[config.mk]
export PLATFORM = sky130hd
export DESIGN_NAME = sffs_top
export DESIGN_NICKNAME = d
export VERILOG_FILES = /design/src/verilog/sffs_pkg.sv /design/src/verilog/sffs_baud_src.sv /design/src/verilog/sffs_top.sv
export SDC_FILE = /design/constraint.sdc
export NUM_CORES = 1
export LEC_CHECK = 0
export ABC_AREA = 1
export BUFFER_PORTS_ARGS = -buffer_cell sky130_fd_sc_hd__buf_2
export CAP_MARGIN = 30
export CORE_UTILIZATION = 50
export DETAILED_ROUTE_END_ITERATION = 10
export PLACE_DENSITY_LB_ADDON = 0.12
export SKIP_CTS_REPAIR_TIMING = 1
export SLEW_MARGIN = 5
export SYNTH_ARGS = -nofsm -noshare
export SYNTH_HDL_FRONTEND = slang
export SYNTH_HIERARCHICAL = 1
export SYNTH_SLANG_ARGS = --single-unit
[constraint.sdc]
create_clock -name hclk -period 5.5 [get_ports hclk]
set_clock_uncertainty 0.2 [all_clocks]
set_input_delay 0.275 -clock hclk [delete_from_list [all_inputs] [get_ports hclk]]
set_output_delay 0.275 -clock hclk [all_outputs]
set_load 0.03 [all_outputs]
[src/verilog/sffs_pkg.sv]
// constants for the serial frame format block
package sffs_pkg;
  localparam logic [7:0] OFS_FFC    = 8'h00;
  localparam logic [7:0] OFS_PERIOD = 8'h04;
  localparam logic [7:0] OFS_TXD    = 8'h08;
  localparam logic [7:0] OFS_RXD    = 8'h0c;
  localparam logic [7:0] OFS_STAT   = 8'h10;
  localparam logic [7:0] OFS_MASK   = 8'h14;
  localparam logic [7:0] OFS_BUSY   = 8'h18;
  localparam int BIT_COM   = 7;
  localparam int BIT_CHR   = 6;
  localparam int BIT_PE    = 5;
  localparam int BIT_PM    = 4;
  localparam int BIT_STOP  = 3;
  localparam int BIT_MP    = 2;
  localparam int BIT_CKSHI = 1;
  localparam int BIT_CKSLO = 0;
  localparam logic [7:0] FFC_RESET    = 8'h00;
  localparam logic [7:0] PERIOD_RESET = 8'h10;
  localparam logic [8:0] TXD_RESET    = 9'h1ff;
  localparam logic [3:0] IRQ_RESET    = 4'h0;
  localparam int EV_TXDONE = 0;
  localparam int EV_RXFULL = 1;
  localparam int EV_PARERR = 2;
  localparam int EV_FRMERR = 3;
  localparam int NEV       = 4;
  localparam logic [1:0] CKS_SYS   = 2'b00;
  localparam logic [1:0] CKS_SUB   = 2'b01;
  localparam logic [1:0] CKS_DIV16 = 2'b10;
  localparam logic [1:0] CKS_DIV64 = 2'b11;
  localparam logic [5:0] DIV16_MASK = 6'h0f;
  localparam logic [5:0] DIV64_MASK = 6'h3f;
  localparam int FRAME_MAX = 13;
  localparam logic [1:0] HTRANS_NONSEQ = 2'b10;
  localparam logic       HRESP_OKAY    = 1'b0;
  typedef enum logic {RX_IDLE, RX_BITS} sffs_rx_type;
endpackage

[src/verilog/sffs_baud_src.sv]
// prescaler feeding the baud rate generator
`timescale 1ns/10ps
module sffs_baud_src
(
  input  wire logic       hclk,
  input  wire logic       hresetn,
  input  wire logic [1:0] sel,
  input  wire logic       sub_mode,
  input  wire logic       subclk_tick,
  output logic            src_tick
);
  logic [5:0] div_reg;
  logic       half_reg;

  always_ff @(posedge hclk or negedge hresetn)
  begin
    if (!hresetn)
      div_reg <= 6'h00;
    else
      div_reg <= div_reg + 6'h01;
  end

  // halves the subclock outside the subclock-run modes
  always_ff @(posedge hclk or negedge hresetn)
  begin
    if (!hresetn)
      half_reg <= 1'b0;
    else if (subclk_tick)
      half_reg <= ~half_reg;
  end

  always_comb
  begin
    unique case (sel)
      sffs_pkg::CKS_SYS:   src_tick = 1'b1;
      sffs_pkg::CKS_SUB:   src_tick = subclk_tick & (sub_mode | half_reg);
      sffs_pkg::CKS_DIV16:
        src_tick = (div_reg & sffs_pkg::DIV16_MASK) == sffs_pkg::DIV16_MASK;
      sffs_pkg::CKS_DIV64: src_tick = div_reg == sffs_pkg::DIV64_MASK;
    endcase
  end
endmodule

[src/verilog/sffs_top.sv]
// serial frame format block with ahb-lite register slave
`timescale 1ns/10ps
// Overview of operation
// - synchronous mode: no parity added or checked
// - async parity enable adds and checks parity
// - parity sense even at 0, odd at 1
// - parity makes total ones even or odd
// - async transmit sends one or two stops
// - receive checks only the first stop bit
// - synchronous mode sends no stop bits
// - multiprocessor bit only in async mode
// - clock source: sys, sub, /16, /64
// - subclock halved except in subclock modes
// - mode bit: async at 0, synchronous at 1
// - async parity plus multiprocessor gives 5-bit characters
// - mode register clears on reset and standby
module sffs_top
#(
  parameter int PERIOD_W = 8
)
(
  input  wire logic        hclk,
  input  wire logic        hresetn,
  input  wire logic        hsel,
  input  wire logic [31:0] haddr,
  input  wire logic [1:0]  htrans,
  input  wire logic        hwrite,
  input  wire logic [2:0]  hsize,
  input  wire logic [31:0] hwdata,
  input  wire logic        hready,
  output logic             hreadyout,
  output logic             hresp,
  output logic [31:0]      hrdata,
  input  wire logic        standby,
  input  wire logic        sub_mode,
  input  wire logic        subclk_tick,
  input  wire logic        rxd,
  output logic             txd,
  output logic             sck,
  output logic             irq
);
  localparam int FRAME_W = sffs_pkg::FRAME_MAX;
  typedef sffs_pkg::sffs_rx_type sffs_rx_type;

  if (PERIOD_W < 2 || PERIOD_W > 24)
  begin
    $error("PERIOD_W out of range");
  end

  logic [7:0]          ffc_reg;
  logic [PERIOD_W-1:0] period_reg;
  logic [8:0]          txh_reg;
  logic [8:0]          rxd_reg;
  logic [3:0]          stat_reg;
  logic [3:0]          stat_next;
  logic [3:0]          mask_reg;
  logic [7:0]          addr_reg;
  logic                wr_reg;
  logic [31:0]         hrdata_reg;
  logic [FRAME_W-1:0]  tx_sh_reg;
  logic [3:0]          tx_left_reg;
  logic [PERIOD_W-1:0] tx_cnt_reg;
  logic                tx_busy_reg;
  logic                txd_reg;
  logic                sck_reg;
  sffs_rx_type         rx_state_reg;
  logic [PERIOD_W-1:0] rx_cnt_reg;
  logic [3:0]          rx_idx_reg;
  logic [9:0]          rx_sh_reg;
  logic                src_tick;
  logic                addr_ok;
  logic                wr_go;
  logic                tx_load;
  logic                tx_tick;
  logic                rx_tick;
  logic                rx_last;
  logic [3:0]          ev;

  // data bits per character
  function automatic logic [3:0] nbits(input logic [7:0] f);
    if (f[sffs_pkg::BIT_COM])
      return 4'd8;
    else if (f[sffs_pkg::BIT_PE] & f[sffs_pkg::BIT_MP])
      return 4'd5;
    else if (f[sffs_pkg::BIT_CHR])
      return 4'd7;
    return 4'd8;
  endfunction

  // parity in use only in asynchronous mode
  function automatic logic par_on(input logic [7:0] f);
    return ~f[sffs_pkg::BIT_COM] & f[sffs_pkg::BIT_PE];
  endfunction

  // multiprocessor bit in use only in asynchronous mode
  function automatic logic mpb_on(input logic [7:0] f);
    return ~f[sffs_pkg::BIT_COM] & f[sffs_pkg::BIT_MP]
           & ~f[sffs_pkg::BIT_PE];
  endfunction

  // parity bit over the active data bits
  function automatic logic par_bit(input logic [7:0] f,
                                   input logic [7:0] d);
    logic [7:0] m;
    m = d & ((8'h01 << nbits(f)) - 8'h01);
    return (^m) ^ f[sffs_pkg::BIT_PM];
  endfunction

  // builds the line bits, lsb first, idle ones beyond
  function automatic logic [FRAME_W-1:0] frame(input logic [7:0] f,
                                               input logic [8:0] d);
    logic [FRAME_W-1:0] v;
    int p;
    v = '1;
    p = 0;
    if (!f[sffs_pkg::BIT_COM])
    begin
      v[0] = 1'b0;
      p = 1;
    end
    for (int i = 0; i < 8; i++)
      if (i < int'(nbits(f)))
        v[p+i] = d[i];
    p = p + int'(nbits(f));
    if (par_on(f))
      v[p] = par_bit(f, d[7:0]);
    if (mpb_on(f))
      v[p] = d[8];
    return v;
  endfunction

  // bits on the line; stop bits remain in the idle ones
  function automatic logic [3:0] flen(input logic [7:0] f);
    logic [3:0] n;
    n = nbits(f) + {3'b000, par_on(f) | mpb_on(f)};
    if (f[sffs_pkg::BIT_COM])
      return n;
    return n + (f[sffs_pkg::BIT_STOP] ? 4'd3 : 4'd2);
  endfunction

  sffs_baud_src u_baud
  (
    .hclk        (hclk),
    .hresetn     (hresetn),
    .sel         (ffc_reg[sffs_pkg::BIT_CKSHI:sffs_pkg::BIT_CKSLO]),
    .sub_mode    (sub_mode),
    .subclk_tick (subclk_tick),
    .src_tick    (src_tick)
  );

  assign addr_ok   = hsel & hready & (htrans == sffs_pkg::HTRANS_NONSEQ);
  assign wr_go     = wr_reg;
  assign hreadyout = 1'b1;
  assign hresp     = sffs_pkg::HRESP_OKAY;
  assign hrdata    = hrdata_reg;
  assign txd       = txd_reg;
  assign sck       = sck_reg;
  assign irq       = |(stat_reg & mask_reg);
  assign tx_load   = wr_go & (addr_reg == sffs_pkg::OFS_TXD) & ~tx_busy_reg;
  assign tx_tick   = tx_busy_reg & src_tick & (tx_cnt_reg == period_reg - 1'b1);
  assign rx_tick   = (rx_state_reg == sffs_pkg::RX_BITS) & src_tick
                     & (rx_cnt_reg == period_reg - 1'b1);
  assign rx_last   = rx_idx_reg == (nbits(ffc_reg) + 4'd1
                     + {3'b000, par_on(ffc_reg) | mpb_on(ffc_reg)});

  // address phase capture
  always_ff @(posedge hclk or negedge hresetn)
  begin
    if (!hresetn)
    begin
      addr_reg <= 8'h00;
      wr_reg   <= 1'b0;
    end
    else
    begin
      addr_reg <= haddr[7:0];
      wr_reg   <= addr_ok & hwrite & (hsize == 3'b010);
    end
  end

  // read data registered for the data phase
  always_ff @(posedge hclk or negedge hresetn)
  begin
    if (!hresetn)
      hrdata_reg <= 32'h0000_0000;
    else if (addr_ok & ~hwrite)
    begin
      unique case (haddr[7:0])
        sffs_pkg::OFS_FFC:    hrdata_reg <= {24'h000000, ffc_reg};
        sffs_pkg::OFS_PERIOD:
          hrdata_reg <= {{(32-PERIOD_W){1'b0}}, period_reg};
        sffs_pkg::OFS_TXD:    hrdata_reg <= {23'h000000, txh_reg};
        sffs_pkg::OFS_RXD:    hrdata_reg <= {23'h000000, rxd_reg};
        sffs_pkg::OFS_STAT:   hrdata_reg <= {28'h0000000, stat_reg};
        sffs_pkg::OFS_MASK:   hrdata_reg <= {28'h0000000, mask_reg};
        sffs_pkg::OFS_BUSY:
          hrdata_reg <= {30'h00000000,
                         rx_state_reg == sffs_pkg::RX_BITS, tx_busy_reg};
        default:              hrdata_reg <= 32'h0000_0000;
      endcase
    end
  end

  // mode register, cleared on reset and standby
  always_ff @(posedge hclk or negedge hresetn)
  begin
    if (!hresetn)
      ffc_reg <= sffs_pkg::FFC_RESET;
    else if (standby)
      ffc_reg <= sffs_pkg::FFC_RESET;
    else if (wr_go & (addr_reg == sffs_pkg::OFS_FFC))
      ffc_reg <= hwdata[7:0];
  end

  always_ff @(posedge hclk or negedge hresetn)
  begin
    if (!hresetn)
    begin
      period_reg <= PERIOD_W'(sffs_pkg::PERIOD_RESET);
      mask_reg   <= sffs_pkg::IRQ_RESET;
      txh_reg    <= sffs_pkg::TXD_RESET;
    end
    else if (standby)
    begin
      period_reg <= PERIOD_W'(sffs_pkg::PERIOD_RESET);
      mask_reg   <= sffs_pkg::IRQ_RESET;
      txh_reg    <= sffs_pkg::TXD_RESET;
    end
    else if (wr_go)
    begin
      if (addr_reg == sffs_pkg::OFS_PERIOD)
        period_reg <= hwdata[PERIOD_W-1:0];
      if (addr_reg == sffs_pkg::OFS_MASK)
        mask_reg <= hwdata[3:0];
      if (tx_load)
        txh_reg <= hwdata[8:0];
    end
  end

  // sticky events, cleared by a status read; a new event wins
  always_comb
  begin
    stat_next = stat_reg;
    if (addr_ok & ~hwrite & (haddr[7:0] == sffs_pkg::OFS_STAT))
      stat_next = sffs_pkg::IRQ_RESET;
    stat_next = stat_next | ev;
  end

  always_ff @(posedge hclk or negedge hresetn)
  begin
    if (!hresetn)
      stat_reg <= sffs_pkg::IRQ_RESET;
    else if (standby)
      stat_reg <= sffs_pkg::IRQ_RESET;
    else
      stat_reg <= stat_next;
  end

  // transmitter
  always_ff @(posedge hclk or negedge hresetn)
  begin
    if (!hresetn)
    begin
      tx_busy_reg <= 1'b0;
      tx_sh_reg   <= '1;
      tx_left_reg <= 4'h0;
      tx_cnt_reg  <= '0;
    end
    else if (standby)
    begin
      tx_busy_reg <= 1'b0;
      tx_sh_reg   <= '1;
      tx_left_reg <= 4'h0;
      tx_cnt_reg  <= '0;
    end
    else if (tx_load)
    begin
      tx_busy_reg <= 1'b1;
      tx_sh_reg   <= frame(ffc_reg, hwdata[8:0]);
      tx_left_reg <= flen(ffc_reg);
      tx_cnt_reg  <= '0;
    end
    else if (tx_tick)
    begin
      tx_cnt_reg  <= '0;
      tx_sh_reg   <= {1'b1, tx_sh_reg[FRAME_W-1:1]};
      tx_left_reg <= tx_left_reg - 4'h1;
      tx_busy_reg <= tx_left_reg != 4'h1;
    end
    else if (tx_busy_reg & src_tick)
      tx_cnt_reg <= tx_cnt_reg + 1'b1;
  end

  // line outputs; clock low in first half of each synchronous bit
  always_ff @(posedge hclk or negedge hresetn)
  begin
    if (!hresetn)
    begin
      txd_reg <= 1'b1;
      sck_reg <= 1'b1;
    end
    else
    begin
      txd_reg <= tx_busy_reg ? tx_sh_reg[0] : 1'b1;
      sck_reg <= ~(tx_busy_reg & ffc_reg[sffs_pkg::BIT_COM]
                   & (tx_cnt_reg < (period_reg >> 1)));
    end
  end

  // receiver; async samples mid-bit, sync shares transmit timing
  always_ff @(posedge hclk or negedge hresetn)
  begin
    if (!hresetn)
    begin
      rx_state_reg <= sffs_pkg::RX_IDLE;
      rx_cnt_reg   <= '0;
      rx_idx_reg   <= 4'h0;
      rx_sh_reg    <= 10'h000;
      rxd_reg      <= 9'h000;
    end
    else if (standby)
    begin
      rx_state_reg <= sffs_pkg::RX_IDLE;
      rx_idx_reg   <= 4'h0;
      rxd_reg      <= 9'h000;
    end
    else if (ffc_reg[sffs_pkg::BIT_COM])
    begin
      rx_state_reg <= sffs_pkg::RX_IDLE;
      if (tx_load)
        rx_idx_reg <= 4'h0;
      else if (tx_tick)
      begin
        rx_sh_reg  <= {rxd, rx_sh_reg[9:1]};
        rx_idx_reg <= rx_idx_reg + 4'h1;
        if (tx_left_reg == 4'h1)
          rxd_reg <= {1'b0, rxd, rx_sh_reg[9:3]};
      end
    end
    else
    begin
      unique case (rx_state_reg)
        sffs_pkg::RX_IDLE:
          if (!rxd)
          begin
            rx_state_reg <= sffs_pkg::RX_BITS;
            rx_cnt_reg   <= period_reg >> 1;
            rx_idx_reg   <= 4'h0;
          end
        sffs_pkg::RX_BITS:
          if (rx_tick)
          begin
            rx_cnt_reg <= '0;
            rx_idx_reg <= rx_idx_reg + 4'h1;
            if (rx_idx_reg == 4'h0 && rxd)
              rx_state_reg <= sffs_pkg::RX_IDLE;
            else if (rx_last)
            begin
              rx_state_reg <= sffs_pkg::RX_IDLE;
              rxd_reg <= {mpb_on(ffc_reg) & rx_sh_reg[nbits(ffc_reg)],
                          rx_sh_reg[7:0] & ((8'h01 << nbits(ffc_reg))
                          - 8'h01)};
            end
            else if (rx_idx_reg != 4'h0)
              rx_sh_reg[rx_idx_reg-4'h1] <= rxd;
          end
          else if (src_tick)
            rx_cnt_reg <= rx_cnt_reg + 1'b1;
      endcase
    end
  end

  // event pulses
  always_comb
  begin
    ev = 4'h0;
    ev[sffs_pkg::EV_TXDONE] = tx_tick & (tx_left_reg == 4'h1);
    if (ffc_reg[sffs_pkg::BIT_COM])
      ev[sffs_pkg::EV_RXFULL] = tx_tick & (tx_left_reg == 4'h1);
    else if (rx_tick & rx_last)
    begin
      ev[sffs_pkg::EV_RXFULL] = 1'b1;
      ev[sffs_pkg::EV_FRMERR] = ~rxd;
      ev[sffs_pkg::EV_PARERR] = par_on(ffc_reg)
        & (par_bit(ffc_reg, rx_sh_reg[7:0])
           != rx_sh_reg[nbits(ffc_reg)]);
    end
  end
endmodule
==> results.ini <==
[synth]
ys_seq_area_share_pct = 36.7
ys_dominant_reg_cell = dfrtp_1
async_flop_share_pct = 100
ys_ff_latch = 118
syn_avg_cell_area_um2 = 7.14
synth_edf_count = 0
yosysUniqueCellTypes = 55
syn-instance-count = 1139
ys_warn_count = 6
syn_area_um2 = 8130

[timing]
rsz0062_at_grt = false
hold_viol = 0
fin_crit_ps = 3520
max_freq_mhz = 284
period_share_pct = 64.0
finalSetupViolations = 0
slew_viol_final = 0
slew_headroom_pct = 37.4
worst_pin_slew_ps = 931
tns_ps = 0

[status]
status = finished, final reports clean

[place]
portBuffers = 42
gp_congestion = 0.901
dpl.cell_count = 1382
dp_hpwl_um = 16500

[finish]
final_cells = 1431
final_common_cell = nand2_1
nFillCells = 1524
final_cell_mix = nand2_1 (323), inv_1 (142), nor2_1 (112)
nets = 1307
largest_reg_flops = 13
drive_gt1_share_pct = 12.8
syn_to_final_growth_pct = 13.2

[clock_network]
h-tree-depth = 4
insertion_delay_ps = 430
root_buffer = clkbuf_16
cts_tree = yes
clock_path_buffers = 2
cts.sinks = 118
clkTransAtPathRegs_ps = 60
numCtsBuffers = 17

[grt]
grt_pass1_vias = 6954
grt_pass1_wl_um = 35500
antenna_found_initial = 0
grt.total_usage_pct = 28.1
gr-total-overflow = 0
grt_max_degree = 43

[power_and_ir_drop]
power_density_nw_per_um2 = 271
ir_worst_vdd_uv = 254
p_leak_nw = 4.63

[floorplan]
die_y_um = 130
die_area_um2 = 16800
initial_utilization_pct = 51.2
core_area_um2 = 15900
io_pins = 115
dieWidth_um = 130
rows = 46

[detailed_routing]
drt-wirelength-per-cell_um = 15.5
antenna_left = 0
routed-via-count = 7581
drc = 0
vias_per_cell = 5.30
dr.pass1.iters = 7
drtIter0Drc = 515
wirelength_um = 22200

[flow_run]
maxCapViolCount = 0

[hold_path]
hp-class = in -> reg

[setup_path]
crit_type = reg -> reg
worstPathMaxFanout = 19
crit_path_end_kind = flop
worstPathArrival_ps = 3640
required_ps = 5620
cp-start-kind = flop

stage by stage:
| stage | power, mW | hold slack (ps) | instance area [um^2] | worst slack, ps | util, % |
|---|---|---|---|---|---|
| floorplan | 1.29 | -221 | 8220 | 2590 | - |
| global placement | 1.39 | 196 | 8440 | 2060 | 53.1 |
| detailed placement | 1.40 | 85.3 | 8460 | 2010 | 53.2 |
| CTS | 2.50 | -369 | 9040 | 2010 | 56.9 |
| global route | 2.61 | 1.53 | 9200 | 1700 | 57.9 |
| finish | 2.49 | 3.75 | 9200 | 1980 | 57.9 |
routing by layer:
metal  GRT usage, %  routed length (um)  up-vias
li1               -                   -     3780
met1           37.9               10300     3539
met2           44.2               10100      228
met3           6.65                1310       34
met4           9.71                 480        0
met5              0                   0        -
cell families (layout without fill, tap and decap cells):
| family | Yosys count | in the layout | share of synthesized area [%] |
|---|---|---|---|
| buf+inv | 203 | 253 | 11.0 |
| xor+xnor | 32 | 32 | 3.54 |
| other cells | 2 | 28 | 0.0924 |
| simple gates | 594 | 594 | 32.6 |
| flops | 118 | 118 | 36.7 |
| compound gates | 161 | 161 | 11.6 |
| fa+ha+maj | 28 | 28 | 4.31 |
| mux | 1 | 1 | 0.123 |
final cells by class:
type | instances | area, um^2 | share of cell area [%]
clock buffer | 20 | 467 | 5.07
multi-input combinational | 843 | 4350 | 47.3
inverter | 158 | 593 | 6.45
sequential | 118 | 2980 | 32.4
antenna | 1 | 2.50 | 0.0272
tap | 216 | 270 | 2.94
timing repair buffer | 63 | 418 | 4.54
clock inverter | 12 | 118 | 1.28
synthesized netlist by cell type, types with 3 or more instances:
cell,count,area [um^2]
inv_2,12,45.0
ha_1,28,350
nor3_1,15,75.1
a21oi_1,48,240
o22ai_1,17,106
nand2_4,8,90.1
a31oi_1,4,25.0
buf_6,3,33.8
xnor2_1,10,87.6
nand2_2,6,37.5
nor2_4,4,45.0
nand3_2,4,40.0
o21ai_1,4,20.0
o211ai_1,4,30.0
inv_1,142,533
dfstp_2,25,657
nor2_1,112,420
buf_2,5,25.0
buf_4,27,203
xor2_1,21,184
a221oi_1,7,61.3
a22oi_1,12,90.1
nand2_1,323,1210
nand3_1,63,315
o21ai_0,54,270
nand4_1,38,238
clkinv_1,4,15.0
dfrtp_1,93,2330
or2_2,4,25.0
clkbuf_1,8,30.0
nor4_1,5,31.3
power breakdown:
part | leakage (nW) | internal [mW] | switching [mW]
Sequential | 1.43 | 0.931 | 0.0544
Combinational | 2.92 | 0.134 | 0.279
Clock | 0.276 | 0.662 | 0.432
worst paths after layout:
path                                     startpoint                     endpoint  slack (ps)  cells after the start
setup / recovery             ffc_reg[7]$_DFFE_PN0P_     rx_sh_reg[2]$_DFFE_PN0P_        1980                     18
hold / removal                            hwdata[4]       txh_reg[4]$_DFFE_PN1P_           4                      3
setup reg to reg             ffc_reg[7]$_DFFE_PN0P_     rx_sh_reg[2]$_DFFE_PN0P_        1980                     18
hold reg to reg            tx_sh_reg[0]$_DFFE_PN1P_                txd$_DFF_PN1_         260                      2
max in group asynchronous                   hresetn     tx_sh_reg[0]$_DFFE_PN1P_        4010                      3
min in group asynchronous                   hresetn  u_baud/div_reg[2]$_DFF_PN0_         160                      2
worst max-delay path, stage by stage (launching register included):
cell     delay [ps]
dfrtp_1         580
nor2_1          590
inv_1            90
nand2_1         100
inv_1            50
ha_1            180
inv_1            70
ha_1            230
xor2_1          140
nor3b_1         200
inv_1            60
nor2_1          110
nand3_2         100
nand3_1         120
nand2_2         260
nand3_1         180
nand2_1          60
nand2_1          60
inv_1            40
Power figures use the tool's default switching activity.
